File: src/clk_gate_defines.vh
/*
  Shared constants for the clock output gating and select block:
  strap timing, divider encodings and the serial override register layout.
  Assumes a 250 MHz core clock.
*/
`ifndef CLK_GATE_DEFINES_VH
`define CLK_GATE_DEFINES_VH

`define CLK_PERIOD_PS 4000
`define STRAP_TIME_US 2000
`define STRAP_CYCLES ((`STRAP_TIME_US * 1000000) / `CLK_PERIOD_PS)

`define STOP_LAT_MIN 2
`define STOP_LAT_MAX 3

`define PCI_DIV2 2'b00
`define PCI_DIV3 2'b01
`define PCI_DIV4 2'b10

`define REG_SELECT 32'h0000_0000
`define REG_STATUS 32'h0000_0004
`define SEL_CODE_LSB 0
`define SEL_OVR_BIT 4
`define SEL_RESET 5'h00

`endif

File: src/clk_div_gen.v
/*
  Clock enable style divider: toggles a square wave output every
  half_i + 1 input cycles, so the period is 2 * (half_i + 1) core clocks.
  Assumes a single clock and a synchronous reset.
*/
`timescale 1ns/1ns
module clk_div_gen #(
  parameter W = 8
) (
  input wire clk_i,
  input wire rst_i,
  input wire [W-1:0] half_i,
  output reg wave_o,
  output reg rise_o
);
  reg [W-1:0] cnt_reg;

  always @(posedge clk_i) begin
    if (rst_i) begin
      cnt_reg <= {W{1'b0}};
      wave_o <= 1'b0;
      rise_o <= 1'b0;
    end else if (cnt_reg >= half_i) begin
      cnt_reg <= {W{1'b0}};
      wave_o <= ~wave_o;
      rise_o <= ~wave_o;
    end else begin
      cnt_reg <= cnt_reg + {{(W-1){1'b0}}, 1'b1};
      rise_o <= 1'b0;
    end
  end
endmodule // clk_div_gen

File: src/clk_out_gate.v
/*
  Glitch-free output gate: the enable is only changed while the source
  is low, so a stop always finishes a whole cycle and a start always
  begins with a whole one. Assumes the source is a core-clock square wave.
*/
`timescale 1ns/1ns
module clk_out_gate (
  input wire clk_i,
  input wire rst_i,
  input wire src_i,
  input wire run_i,
  output reg out_o
);
  reg en_reg;

  always @(posedge clk_i) begin
    if (rst_i) begin
      en_reg <= 1'b0;
      out_o <= 1'b0;
    end else begin
      // Enable moves only at the low phase, so no runt pulse appears
      if (!src_i) begin
        en_reg <= run_i;
      end
      out_o <= src_i & (src_i ? en_reg : run_i) & en_reg;
    end
  end
endmodule // clk_out_gate

File: src/clock_output_gating_select.v
/*
  Digital control of a system clock synthesizer: strap capture, frequency
  select decode, stop gating of processor, PCI and interrupt clocks, and
  choice of role for the shared reference pin. Clocks are modelled as
  square waves derived from the 250 MHz core clock; real frequencies come
  from the analog synthesizer, so divider settings here are scaled models.
  Registers are reached over classic Wishbone.
*/
// Our own choices: the Wishbone register port and the address map.
// What this block does
// - Four-bit select code picks processor frequency; PCI is processor over 2, 3 or 4.
// - Dual-function pins are sampled at power-up as select bits, then drive clocks.
// - USB reference output runs at fixed 48 MHz regardless of select code.
// - Super I/O clock output runs at fixed 24 MHz regardless of select code.
// - Stoppable processor clock is gated by the active-low clock-stop input.
// - On stop, finish current full cycle then hold low; latency two to three clocks.
// - On start, resume with a whole cycle, two to three clocks latency, no runt.
// - Interrupt-controller clock runs at reference rate, off while clock-stop is low.
// - PCI outputs two to five are gated by the active-low PCI-stop input.
// - First stoppable PCI output, shared with a strap, is gated by PCI-stop.
// - Free-running PCI output keeps toggling whatever PCI-stop does.
// - PCI-stop high lets stoppable PCI outputs run; low holds them at 0.
// - PCI-stop sampled on free-running PCI rising edge, acts next PCI cycle.
// - Mode strap on free-running PCI pin is sampled at power-up.
// - Mode 0 makes shared pin the PCI-stop input; mode 1 a reference output.
// - Reference pins acting as outputs carry the reference frequency.
// - Strap pins stay three-stated for 2 ms, are latched, then drivers enable.
// - Latched strap bits persist until power is cycled; nothing else clears them.
`timescale 1ns/1ns
`include "clk_gate_defines.vh"
module clock_output_gating_select #(
  parameter STRAP_CYCLES = `STRAP_CYCLES,
  parameter REF_HALF = 8'd8,
  parameter USB48_HALF = 8'd2,
  parameter SIO24_HALF = 8'd5
) (
  input wire clk_i,
  input wire rst_i,
  input wire por_i,
  input wire clk_stop_n_i,
  input wire freq_select_bit0_i,
  input wire freq_select_bit1_i,
  input wire freq_select_bit2_i,
  input wire freq_select_bit3_i,
  input wire mode_strap_i,
  input wire ref_clk_out0_pin_i,
  input wire [31:0] wb_adr_i,
  input wire [31:0] wb_dat_i,
  input wire [3:0] wb_sel_i,
  input wire wb_we_i,
  input wire wb_cyc_i,
  input wire wb_stb_i,
  output reg [31:0] wb_dat_o,
  output reg wb_ack_o,
  output reg cpu_clk_free_o,
  output wire cpu_clk_gated_o,
  output reg pci_clk_free_o,
  output reg pci_clk_free_oe_o,
  output reg pci_clk_gated_first_o,
  output reg pci_clk_gated_first_oe_o,
  output wire [3:0] pci_clk_gated_group_o,
  output wire irq_ctrl_clk_o,
  output reg usb_clk_o,
  output reg usb_clk_oe_o,
  output reg sio_clk_o,
  output reg sio_clk_oe_o,
  output reg ref_clk_out0_o,
  output reg ref_clk_out0_oe_o,
  output reg ref_clk_out1_o,
  output reg ref_clk_out1_oe_o,
  output reg [3:0] freq_select_code_o
);
  reg [31:0] strap_cnt_reg;
  reg strap_done_reg;
  reg [3:0] strap_code_reg;
  reg mode_reg;
  reg [4:0] sel_reg;
  reg [7:0] cpu_half_reg;
  reg [1:0] pci_div_reg;
  reg [2:0] pci_phase_reg;
  reg pci_wave_reg;
  reg pci_rise_reg;
  reg pci_first_en_reg;
  reg pci_run_reg;
  reg [1:0] stop_pipe_reg;
  reg irq_en_reg;
  reg irq_out_reg;
  wire [3:0] code_w;
  wire cpu_wave_w;
  wire cpu_rise_w;
  wire ref_wave_w;
  wire usb_wave_w;
  wire sio_wave_w;
  wire pci_stop_n_w;
  reg [7:0] cpu_half_next;
  reg [1:0] pci_div_next;
  reg [2:0] pci_last_w;

  // Serial override beats the straps only when its enable bit is set
  assign code_w = sel_reg[`SEL_OVR_BIT] ? sel_reg[3:0] : strap_code_reg;

  // Strap window counts from the power-good reset, not the system reset
  always @(posedge clk_i) begin
    if (por_i) begin
      strap_cnt_reg <= 32'h0000_0000;
      strap_done_reg <= 1'b0;
      strap_code_reg <= 4'h0;
      mode_reg <= 1'b0;
    end else if (!strap_done_reg) begin
      if (strap_cnt_reg >= STRAP_CYCLES - 1) begin
        strap_done_reg <= 1'b1;
        strap_code_reg <= {freq_select_bit3_i, freq_select_bit2_i,
                           freq_select_bit1_i, freq_select_bit0_i};
        mode_reg <= mode_strap_i;
      end else begin
        strap_cnt_reg <= strap_cnt_reg + 32'h0000_0001;
      end
    end
    // Once done, only por_i clears the straps; rst_i does not
  end

  // Select table, scaled: cpu half period and pci divider
  always @* begin
    cpu_half_next = 8'd1;
    pci_div_next = `PCI_DIV3;
    case (code_w)
      4'hf, 4'he, 4'hd, 4'hc: begin
        cpu_half_next = 8'd0;
        pci_div_next = `PCI_DIV4;
      end
      4'h3, 4'h2, 4'h1: begin
        cpu_half_next = 8'd2;
        pci_div_next = `PCI_DIV2;
      end
      default: begin
        cpu_half_next = 8'd1;
        pci_div_next = `PCI_DIV3;
      end
    endcase
  end

  always @(posedge clk_i) begin
    if (rst_i) begin
      cpu_half_reg <= 8'd1;
      pci_div_reg <= `PCI_DIV3;
    end else begin
      cpu_half_reg <= cpu_half_next;
      pci_div_reg <= pci_div_next;
    end
  end

  clk_div_gen #(.W(8)) cpu_div (
    .clk_i(clk_i), .rst_i(rst_i), .half_i(cpu_half_reg),
    .wave_o(cpu_wave_w), .rise_o(cpu_rise_w)
  );
  clk_div_gen #(.W(8)) ref_div (
    .clk_i(clk_i), .rst_i(rst_i), .half_i(REF_HALF), .wave_o(ref_wave_w), .rise_o()
  );
  clk_div_gen #(.W(8)) usb_div (
    .clk_i(clk_i), .rst_i(rst_i), .half_i(USB48_HALF), .wave_o(usb_wave_w), .rise_o()
  );
  clk_div_gen #(.W(8)) sio_div (
    .clk_i(clk_i), .rst_i(rst_i), .half_i(SIO24_HALF), .wave_o(sio_wave_w), .rise_o()
  );

  // PCI wave: one period per 2, 3 or 4 processor periods
  always @* begin
    case (pci_div_reg)
      `PCI_DIV2: pci_last_w = 3'd1;
      `PCI_DIV4: pci_last_w = 3'd3;
      default: pci_last_w = 3'd2;
    endcase
  end

  always @(posedge clk_i) begin
    if (rst_i) begin
      pci_phase_reg <= 3'd0;
      pci_wave_reg <= 1'b0;
      pci_rise_reg <= 1'b0;
    end else begin
      pci_rise_reg <= 1'b0;
      if (cpu_rise_w) begin
        if (pci_phase_reg >= pci_last_w) begin
          pci_phase_reg <= 3'd0;
          pci_wave_reg <= 1'b1;
          pci_rise_reg <= 1'b1;
        end else begin
          pci_phase_reg <= pci_phase_reg + 3'd1;
          // Low half starts at mid-period, rounded up for odd ratios
          if (pci_phase_reg + 3'd1 >= ((pci_last_w + 3'd2) >> 1)) begin
            pci_wave_reg <= 1'b0;
          end
        end
      end
    end
  end

  // PCI-stop exists only in mode 0; in mode 1 the pin is an output
  assign pci_stop_n_w = mode_reg ? 1'b1 : ref_clk_out0_pin_i;

  // Sample on the free PCI rise; the low-phase gates apply it from the next PCI cycle
  always @(posedge clk_i) begin
    if (rst_i) begin
      pci_run_reg <= 1'b1;
    end else if (pci_rise_reg) begin
      pci_run_reg <= pci_stop_n_w;
    end
  end

  // Two stages stepped on processor clock rises give the 2-3 processor clock latency band
  always @(posedge clk_i) begin
    if (rst_i) begin
      stop_pipe_reg <= 2'b11;
    end else if (cpu_rise_w) begin
      stop_pipe_reg <= {stop_pipe_reg[0], clk_stop_n_i};
    end
  end

  clk_out_gate cpu_gate (
    .clk_i(clk_i), .rst_i(rst_i), .src_i(cpu_wave_w),
    .run_i(stop_pipe_reg[1]), .out_o(cpu_clk_gated_o)
  );

  genvar g;
  generate
    for (g = 0; g < 4; g = g + 1) begin : pci_grp
      clk_out_gate pci_gate (
        .clk_i(clk_i), .rst_i(rst_i), .src_i(pci_wave_reg),
        .run_i(pci_run_reg), .out_o(pci_clk_gated_group_o[g])
      );
    end
  endgenerate

  // Interrupt clock off while clock-stop is low, whole cycles only
  always @(posedge clk_i) begin
    if (rst_i) begin
      irq_en_reg <= 1'b0;
      irq_out_reg <= 1'b0;
    end else begin
      if (!ref_wave_w) begin
        irq_en_reg <= clk_stop_n_i;
      end
      irq_out_reg <= ref_wave_w & irq_en_reg & (ref_wave_w ? 1'b1 : clk_stop_n_i);
    end
  end
  assign irq_ctrl_clk_o = irq_out_reg;

  // Pin drivers, all from flops; straps held three-stated until latched
  always @(posedge clk_i) begin
    if (rst_i) begin
      cpu_clk_free_o <= 1'b0;
      pci_clk_free_o <= 1'b0;
      pci_clk_gated_first_o <= 1'b0;
      pci_first_en_reg <= 1'b0;
      usb_clk_o <= 1'b0;
      sio_clk_o <= 1'b0;
      ref_clk_out0_o <= 1'b0;
      ref_clk_out1_o <= 1'b0;
      pci_clk_free_oe_o <= 1'b0;
      pci_clk_gated_first_oe_o <= 1'b0;
      usb_clk_oe_o <= 1'b0;
      sio_clk_oe_o <= 1'b0;
      ref_clk_out0_oe_o <= 1'b0;
      ref_clk_out1_oe_o <= 1'b0;
      freq_select_code_o <= 4'h0;
    end else begin
      cpu_clk_free_o <= cpu_wave_w;
      pci_clk_free_o <= pci_wave_reg;
      // Same low-phase enable as the group, so the strap pin never shows a runt
      if (!pci_wave_reg) begin
        pci_first_en_reg <= pci_run_reg;
      end
      pci_clk_gated_first_o <= pci_wave_reg & pci_first_en_reg;
      usb_clk_o <= usb_wave_w;
      sio_clk_o <= sio_wave_w;
      ref_clk_out0_o <= ref_wave_w & mode_reg;
      ref_clk_out1_o <= ref_wave_w;
      pci_clk_free_oe_o <= strap_done_reg;
      pci_clk_gated_first_oe_o <= strap_done_reg;
      usb_clk_oe_o <= strap_done_reg;
      sio_clk_oe_o <= strap_done_reg;
      ref_clk_out1_oe_o <= strap_done_reg;
      ref_clk_out0_oe_o <= strap_done_reg & mode_reg;
      freq_select_code_o <= code_w;
    end
  end

  // Wishbone slave: one wait state, ack drops the cycle after it rose
  always @(posedge clk_i) begin
    if (rst_i) begin
      wb_ack_o <= 1'b0;
      wb_dat_o <= 32'h0000_0000;
      sel_reg <= `SEL_RESET;
    end else begin
      wb_ack_o <= wb_cyc_i & wb_stb_i & ~wb_ack_o;
      wb_dat_o <= 32'h0000_0000;
      // Write lands at the edge where the master sees ack, not before
      if (wb_cyc_i && wb_stb_i && wb_ack_o && wb_we_i && wb_sel_i[0] &&
          wb_adr_i == `REG_SELECT) begin
        sel_reg <= wb_dat_i[4:0];
      end
      if (wb_cyc_i && wb_stb_i && !wb_ack_o) begin
        if (wb_adr_i == `REG_SELECT) begin
          wb_dat_o <= {27'h0000000, sel_reg};
        end else if (wb_adr_i == `REG_STATUS) begin
          wb_dat_o <= {24'h000000, 1'b0, stop_pipe_reg[1], pci_run_reg, mode_reg,
                       strap_done_reg ? strap_code_reg : 4'h0};
        end
      end
    end
  end
endmodule // clock_output_gating_select

File: config.mk
export PLATFORM = sky130hd
export DESIGN_NAME = clock_output_gating_select
export DESIGN_NICKNAME = d
export VERILOG_FILES = /design/src/clk_div_gen.v /design/src/clk_out_gate.v /design/src/clock_output_gating_select.v
export VERILOG_INCLUDE_DIRS = /design/src /design/src/src
export SDC_FILE = /design/constraint.sdc
export NUM_CORES = 1
export LEC_CHECK = 0
export ABC_AREA = 0
export BUFFER_PORTS_ARGS = -buffer_cell sky130_fd_sc_hd__buf_2
export CAP_MARGIN = 20
export CORE_ASPECT_RATIO = 0.9
export CORE_UTILIZATION = 35
export CTS_CLUSTER_DIAMETER = 120
export DETAILED_ROUTE_END_ITERATION = 7
export GPL_TIMING_DRIVEN = 0
export SKIP_LAST_GASP = 1
export SLEW_MARGIN = 10
export SYNTH_ARGS = -nofsm -noshare
export SYNTH_HDL_FRONTEND = slang
export SYNTH_SLANG_ARGS = --single-unit
File: constraint.sdc
create_clock -name clk_i -period 2.2 [get_ports clk_i]
set_input_delay 0.11 -clock clk_i [delete_from_list [all_inputs] [get_ports clk_i]]
set_output_delay 0.11 -clock clk_i [all_outputs]
set_load 0.005 [all_outputs]
== After elaboration in Yosys (flattened, before gate mapping) ==
Index checks and enable logic that the tools add are counted.

* Register bits after elaboration: 157
* Word-level logic and storage cells: 143

* Add/subtract/negate cells: 7
* Order comparisons: 7
* Eq/ne operators: 9
* Multiplexer cells: 20
* Bitwise gates (word level): 28
* Reduce and logical (&&, ||, !) cells: 24

{| class="wikitable"
|+ Operators with widths
! cell !! number
|-
| $add A32 B1 Y32 const B || 1
|-
| $add A8 B1 Y8 const B || 4
|-
| $eq A32 B3 Y1 const B || 1
|-
| $ge A32 B19 Y1 const B || 1
|-
| $logic_not A32 Y1 || 1
|-
| $and A1 B1 Y1 || 17
|-
| $eq A4 B4 Y1 const B || 4
|-
| $reduce_or A2 Y1 || 7
|-
| $mux W1 || 12
|-
| $pmux W2 S2 || 3
|-
| $not A1 Y1 || 11
|-
| $mux W5 || 2
|-
| $eq A4 B2 Y1 const B || 2
|-
| $ge A8 B2 Y1 const B || 1
|-
| $ge A8 B3 Y1 const B || 1
|-
| $ge A8 B4 Y1 const B || 1
|-
| $ge A8 B8 Y1 || 1
|-
| $mux W4 || 2
|-
| $reduce_or A4 Y1 || 2
|-
| $logic_and A1 B1 Y1 || 6
|-
| $reduce_and A2 Y1 || 3
|-
| $reduce_or A3 Y1 || 2
|-
| $eq A4 B1 Y1 const B || 1
|-
| $add A3 B1 Y3 const B || 1
|-
| other kinds (8) || 8
|}

== Logic depth before layout (Yosys ltp) ==
Gate-level depths: netlist (run 1).

* Depth in word-level cells: 6
* Gate-level depth with buffers: 8
* Depth with buffers taken out: 7

== By module ==
Synthesis (run 1) repeated with hierarchy kept, for this count alone.

* Cells, all modules: 683
* Area, all modules: 6258.5 um^2

{| class="wikitable"
|+ Modules (own cells, without submodules)
! module !! instances !! cells an instance !! area each (um^2)
|-
| clock_output_gating_select || 1 || 373 || 3428.3
|-
| clk_div_gen || 4 || 70 || 629.4
|-
| clk_out_gate || 5 || 6 || 62.6
|}

== Worst setup path after synthesis (run 1) ==
Ideal clock, no wire load.

* Kind: reg-to-reg
* Start point: reg strap_cnt_reg[0]
* End point: reg strap_cnt_reg[5]
* Setup time: 123 ps
* Arrival time: 1676 ps
* Required time: 2077 ps
* Slack: 400 ps
* Cell stages (with the launch flop): 8
* Buffers on the path: 1
* Clock period less this slack: 1800 ps
* Cell sequence: dfxtp_1 ha_1 nand4_1 a211oi_1 o2111a_1 buf_6 nor4_1 mux2_1

* Longest elaborated chain between the ends: 3
* Elaborated cells on any way between the ends: 4

{| class="wikitable"
|+ Ends and longest elaborated chain
! what !! line !! source
|-
| start, declared || clock_output_gating_select.v:73 || <nowiki>reg [31:0] strap_cnt_reg;</nowiki>
|-
| start signal, assigned || clock_output_gating_select.v:116 || <nowiki>strap_cnt_reg <= strap_cnt_reg + 32'h0000_0001;</nowiki>
|-
| $ge A32 B19 Y1 || clock_output_gating_select.v:110 || <nowiki>if (strap_cnt_reg >= STRAP_CYCLES - 1) begin</nowiki>
|-
| $not A1 Y1 (no source line) || n/a ||
|-
| $reduce_and A2 Y1 (no source line) || n/a ||
|}

Parallel ways exist; a longest one is shown, timed or not.
A chain may end at the register's enable or synchronous reset.

== Worst setup path in the final report (run 1) ==
* Start point: reg strap_cnt_reg[23]
* End point: reg strap_cnt_reg[8]

* Longest elaborated chain between the ends: 3

{| class="wikitable"
|+ Ends and longest elaborated chain
! what !! line
|-
| $ge A32 B19 Y1 || clock_output_gating_select.v:110
|-
| $not A1 Y1 (no source line) || n/a
|-
| $reduce_and A2 Y1 (no source line) || n/a
|}

No other way between the ends.

==> results of run 1 <==
cell usage after synthesis (all sizes together):
cell type / number / share of area
nand3: 17 / 0.018
nor4: 16 / 0.025
o31ai: 2 / 0.0033
o21ba: 1 / 0.0022
o21ai: 12 / 0.013
o2111ai: 1 / 0.0019
o21bai: 1 / 0.0016
xor2: 3 / 0.0057
mux2i: 20 / 0.043
nor2b: 24 / 0.033
and2: 5 / 0.0068
o22ai: 1 / 0.0014
a21oi: 19 / 0.021
ha: 16 / 0.043
conb: 1 / 0.00081
nor3: 13 / 0.015
xnor2: 7 / 0.013
nand4: 11 / 0.015
o211a: 1 / 0.0022
and3: 2 / 0.0027
or3: 8 / 0.011
o2111a: 1 / 0.0024
clkbuf: 9 / 0.0073
inv: 19 / 0.015
nor4b: 1 / 0.0033
nor2: 47 / 0.038
nand2b: 20 / 0.027
a211oi: 3 / 0.0049
mux2: 6 / 0.015
nor3b: 4 / 0.0065
o211ai: 1 / 0.0016
dfxtp: 117 / 0.51
and4: 1 / 0.0019
nand2: 21 / 0.017
nand4bb: 1 / 0.0024
a21o: 1 / 0.0016
buf: 39 / 0.062
or4: 4 / 0.0065
routing by layer:
| metal | track usage | part of all wire | wire length, um |
|---|---|---|---|
| met5 | 0 | 0 | 0 |
| met4 | 0.04498 | 0.011 | 106 |
| met3 | 0.05041 | 0.049 | 468 |
| met2 | 0.2371 | 0.46 | 4341 |
| met1 | 0.1909 | 0.48 | 4553 |
tightest hold or removal path, stage by stage:
cell,delay (ps)
buf_2,100
nand2b_1,80
mux2i_1,80
final cells by class:
class | instances | area [um2]
buffer | 48 | 321.6
clock buffer | 23 | 467.9
clock inverter | 9 | 126.4
fill | 1205 | 6689
inverter | 19 | 71.32
multi-input combinational | 334 | 2046
sequential | 117 | 2342
tap | 164 | 205.2
timing repair buffer | 92 | 515.5
per-stage QoR:
stage               area [um2]  setup WS, ps  power (mW)  hold WS [ps]  std cells
detailed placement        5386         177.6       2.461         361.3        763
floorplan                 4776         400.2       2.372         194.0        518
global placement          5386         215.0       2.451         355.1        763
global route              6096         3.281       5.372         37.10        806
finish                    6096         169.7       5.171         29.26        806
CTS                       6091         171.4       5.229         14.21        806
cell families (layout without fill, tap and decap cells):
kind of cell	after synthesis	in the layout
simple gates	195	195
flops	117	117
buf+inv	67	191
compound gates	44	44
mux	26	26
fa+ha+maj	16	16
xor+xnor	10	10
other cells	1	43
timing repair:
item / 4_1_cts / 5_1_grt
gates resized for setup: 0 / 1
hold buffers: 11 / 0
endpoints found under the hold margin: 14 / 0
endpoints found under the setup margin: 0 / 2
where the power goes:
group | total (mW) | leakage (nW) | switching (mW) | internal (mW)
Combinational | 0.237 | 1.45 | 0.112 | 0.125
Sequential | 2.20 | 0.954 | 0.0246 | 2.17
Clock | 2.74 | 0.291 | 0.905 | 1.83
how the worst max path moves through the flow:
stage	slack, ps	end	cells after the start	startpoint
5_1_grt	3	strap_cnt_reg[9]$_SDFFE_PP0P_	6	strap_done_reg$_SDFF_PP0_
2_1_floorplan	400	strap_cnt_reg[5]$_SDFFE_PP0P_	7	strap_cnt_reg[0]$_SDFFE_PP0P_
6_report	170	strap_cnt_reg[8]$_SDFFE_PP0P_	6	strap_cnt_reg[23]$_SDFFE_PP0P_
3_5_place_dp	180	strap_cnt_reg[8]$_SDFFE_PP0P_	6	strap_cnt_reg[23]$_SDFFE_PP0P_
4_1_cts	170	strap_cnt_reg[8]$_SDFFE_PP0P_	6	strap_cnt_reg[23]$_SDFFE_PP0P_
3_3_place_gp	210	strap_cnt_reg[0]$_SDFFE_PP0P_	8	strap_cnt_reg[0]$_SDFFE_PP0P_
==> run_results.csv, run 1 <==
group,metric,value,unit
logic_synthesis,synth_xor_area_frac,0.01897,
worst_setup_path,slowest_stage,"and4_1",
worst_setup_path,cp_num_buf_inv,1,
worst_hold_path,hold_depth,3,
cts,cts_htree_levels,4,
pwr,p_per_area,848.3,nW/um2
status,status,"finished clean",
sta,period_minus_slack,2030,ps
placement,gp_congestion,0.8241,
cells_and_area,largest_reg_flops,32,
route,postRouteAntennaNets,0,
logic_synthesis,syn_avg_cell_area,9.702,um2
global_routing,antenna_found_initial,0,
floorplan,fp.dieH,111.0,um
global_routing,grt_pass1_wl,16060,um
worst_setup_path,worstPathCellList,"nor4_1, and4_1, buf_2, nand2_1, nor3_1, mux2_1",
cts,cts_num_sinks,117,
global_routing,grt_max_degree,17,
worst_setup_path,crit_family,"simple AND/OR/NAND/NOR gates",
worst_setup_path,reg2reg_from,"strap_cnt_reg[23]$_SDFFE_PP0P_",
floorplan,core,12780,um2
worst_hold_path,whs_endpoint,"strap_code_reg[2]$_SDFFE_PP0P_",
sta,finalHoldViolations,0,
cells_and_area,drive_gt1_frac,0.2368,
route,drt_iter0_drc,137,
sta,tns,0,ps
placement,hpwl,7035,um
floorplan,pin_count,137,
logic_synthesis,synth_area,4618,um2
logic_synthesis,ys_seq_area_frac,0.5072,
worst_setup_path,crit_path_start_kind,"register",
route,firstDrtPassIters,4,
cts,root_buffer,"clkbuf_16",
cells_and_area,postLayoutCoreUtil,0.4768,
global_routing,grt_pass1_vias,3526,
cells_and_area,final_common_cell,"dfxtp_1",
cells_and_area,final_nets,726,
sta,min_period_over_period,0.9229,
sta,worst_pin_slew,537.7,ps
logic_synthesis,ys_types,44,
logic_synthesis,synth_top_family_by_area,"simple AND/OR/NAND/NOR gates",
sta,slew_viol_final,0,
worst_hold_path,hp-start,"freq_select_bit2_i",
worst_setup_path,critPathMaxStageDelay,340,ps
pwr,p_leak,2.690,nW
sta,max-slew-margin-rel,0.6394,
logic_synthesis,yosys.area_share.simple,0.2292,
cts,clk_pin_slew,50,ps
cts,worst_skew_pair.late_latency,400,ps
worst_setup_path,worstSetupPathType,"register to register",
cells_and_area,syn_to_final_growth,32.00,%
cells_and_area,antenna_cells,0,
sta,rsz0062_at_grt,"false",
worst_setup_path,r2r_cells,6,
route,drt-total-wl,9470,um
sta,max_freq,492.5,MHz
cts,cts_max_path_buffers,2,
route,drc,0,
floorplan,rows,39,
worst_setup_path,reg2reg_to,"strap_cnt_reg[8]$_SDFFE_PP0P_",
route,vias,3600,
logic_synthesis,synthCells,476,
cells_and_area,final_cell_mix,"dfxtp_1, buf_2, nor2_1",
worst_setup_path,cp-end-kind,"register",
logic_synthesis,synthAdderAreaFrac,0.04335,
cts,cts_tree,"done",
logic_synthesis,synthMuxAreaShare,0.05798,
sta,setup_viol,0,
worst_hold_path,hp-class,"input pin to register",
route,wl_per_cell,11.75,um
logic_synthesis,ys.warnings.count,0,
floorplan,initial_core_util,0.3612,
logic_synthesis,synth-compound-area-share,0.05744,
worst_setup_path,worstPathRequired,2490,ps
floorplan,dieArea,13660,um2
worst_setup_path,cp_max_fo,10,
sta,skew,6.656,ps
worst_setup_path,rrSetupSlack,170,ps
route,via_per_inst,4.467,
global_routing,overflow,0,
cts,cts_setup_buffers,0,
logic_synthesis,ys_ff_latch,117,
pwr,ir_drop,0.4705,mV
cts,numCtsBuffers,17,
global_routing,grt_usage,0.1496,
floorplan,die_x,123.1,um
worst_setup_path,crit_arrival,2320,ps
flow_run,max-cap-violations,0,
placement,port_buffers,81,
No activity file was read; power rests on OpenSTA's default activity.
==> run 2, diff against run 1 <==
--- a/config.mk
+++ b/config.mk
@@ -14,6 +14,8 @@
 export CTS_CLUSTER_DIAMETER = 120
 export DETAILED_ROUTE_END_ITERATION = 7
 export GPL_TIMING_DRIVEN = 0
+export PLACE_DENSITY = 0.67
+export REMOVE_ABC_BUFFERS = 1
 export SKIP_LAST_GASP = 1
 export SLEW_MARGIN = 10
 export SYNTH_ARGS = -nofsm -noshare
==> run_results.csv, run 2 (synthesized netlist as in run 1, its figures left out) <==
group,metric,value,unit
status,status,"finished clean",
cells_and_area,antenna_cells,0,
flow_run,max-cap-violations,0,
sta,max-slew-margin-rel,0.4580,
worst_hold_path,hold_depth,3,
worst_setup_path,r2r_cells,5,
cts,clk_pin_slew,60,ps
floorplan,die_x,123.1,um
sta,rsz0062_at_grt,"false",
floorplan,fp.dieH,111.0,um
pwr,ir_drop,0.5712,mV
pwr,total_power,5.129,mW
route,vias,3492,
route,postRouteAntennaNets,0,
cts,numCtsBuffers,17,
worst_hold_path,whs_endpoint,"wb_dat_o[3]$_SDFF_PP0_",
global_routing,grt_pass1_vias,3286,
pwr,p_per_area,884.8,nW/um2
floorplan,initial_core_util,0.3612,
route,wl_per_cell,12.05,um
route,drt_iter0_drc,154,
worst_setup_path,crit_path_start_kind,"register",
floorplan,dieArea,13660,um2
placement,gp_congestion,0.7758,
sta,skew,7.793,ps
cells_and_area,fin_cells,759,
placement,hpwl,6299,um
floorplan,core,12780,um2
cts,cts_setup_buffers,0,
worst_hold_path,hp-class,"input pin to register",
worst_setup_path,reg2reg_to,"strap_cnt_reg[15]$_SDFFE_PP0P_",
cts,cts_num_sinks,117,
pwr,p_leak,2.468,nW
route,firstDrtPassIters,4,
worst_setup_path,cp-end-kind,"register",
worst_setup_path,crit_arrival,2400,ps
cts,cts_htree_levels,4,
sta,setup_viol,0,
global_routing,grt_pass1_wl,14830,um
cells_and_area,syn_to_final_growth,25.52,%
cts,worst_skew_pair.late_latency,410,ps
worst_setup_path,cp-startpoint,"strap_cnt_reg[29]$_SDFFE_PP0P_",
worst_hold_path,hp-start,"wb_adr_i[2]",
floorplan,pin_count,137,
global_routing,grt_max_degree,52,
global_routing,antenna_found_initial,0,
sta,worst_pin_slew,813.0,ps
worst_setup_path,rrSetupSlack,90,ps
cells_and_area,final_common_cell,"dfxtp_1",
global_routing,grt_usage,0.1417,
placement,placedCellCount,715,
floorplan,rows,39,
worst_setup_path,worstSetupPathType,"register to register",
cells_and_area,final_nets,679,
worst_setup_path,cp_max_fo,12,
cts,cts_tree,"done",
route,via_per_inst,4.601,
cells_and_area,largest_reg_flops,32,
route,drt-total-wl,9146,um
placement,port_buffers,81,
route,drc,0,
sta,finalHoldViolations,0,
cells_and_area,fill_cells,1222,
cts,cts_max_path_buffers,2,
cells_and_area,final_cell_mix,"dfxtp_1, buf_2, nor2_1",
cells_and_area,drive_gt1_frac,0.2034,
worst_setup_path,reg2reg_from,"strap_cnt_reg[29]$_SDFFE_PP0P_",
sta,max_freq,474.7,MHz
sta,period_minus_slack,2106,ps
sta,slew_viol_final,0,
worst_setup_path,worstPathRequired,2490,ps
global_routing,overflow,0,
cts,root_buffer,"clkbuf_16",
sta,min_period_over_period,0.9575,
==> run 2: cell types whose count changed in the layout (fill, tap and decap cells not counted), sizes merged <==
cell	previous run	this run
buf	120	81
clkbuf	32	19
clkinvlp	1	5
inv	19	21
bufinv	3	2
clkinv	5	4
o2111a	1	2
==> run 2: worst max path at each step <==
| stage | to | slack (ps) |
|---|---|---|
| finish | strap_cnt_reg[15]$_SDFFE_PP0P_ | 90 |
| global placement | strap_cnt_reg[16]$_SDFFE_PP0P_ | -210 |
| detailed placement | strap_cnt_reg[16]$_SDFFE_PP0P_ | -250 |
| global route | strap_cnt_reg[15]$_SDFFE_PP0P_ | 50 |
| floorplan | strap_cnt_reg[16]$_SDFFE_PP0P_ | 170 |
| CTS | strap_cnt_reg[15]$_SDFFE_PP0P_ | 6 |
==> run 2: metrics by stage <==
stage | setup TNS, ps | setup WS, ps | hold WS (ps) | util | area, um2
after global placement | -1468 | -206.6 | 351.9 | 0.3962 | 5065
after global routing | 0 | 53.16 | 35.85 | 0.4534 | 5797
after CTS | 0 | 6.039 | 19.34 | 0.4529 | 5791
after detailed placement | -2588 | -254.6 | 373.6 | 0.3962 | 5065
final | 0 | 93.55 | 37.97 | 0.4534 | 5797
after floorplan | 0 | 167.0 | 179.1 | - | 4454
==> run 2: routing by layer <==
layer | track usage | wire length (um) | up-vias
met1 | 0.1604 | 3988 | 1641
li1 | - | - | 1771
met3 | 0.05761 | 444 | 6
met4 | 0.05462 | 50 | 0
met2 | 0.2356 | 4663 | 74
met5 | 0 | 0 | -
==> run 2: area by class of cell <==
cell class	instances	area [um2]	share of cell area
Sequential cell	117	2342	0.4041
Inverter	19	71.32	0.01230
Tap cell	164	205.2	0.03540
Multi-Input combinational cell	335	2059	0.3553
Clock buffer	19	452.9	0.07814
Clock inverter	13	150.1	0.02590
Timing Repair Buffer	92	515.5	0.08893
==> run 2: power breakdown <==
| part | internal (mW) | leakage [nW] | switching [mW] | total [mW] |
|---|---|---|---|---|
| clock | 1.74 | 0.278 | 1.00 | 2.74 |
| sequential | 2.17 | 0.954 | 0.0278 | 2.20 |
| combinational | 0.0935 | 1.24 | 0.0982 | 0.192 |
==> run 2: worst max-delay path: stages (launching register included) <==
cell,delay [ps]
dfxtp_1,300
nor4_1,300
and4_2,460
nand3_1,220
nor3b_1,350
mux2_1,360
==> run 2: repair_timing <==
action	CTS	global route
gates cloned	1	0
endpoints found under the setup margin	19	16
endpoints found under the hold margin	12	0
pin swaps	1	0
hold buffers	11	0
resized for setup	1	2
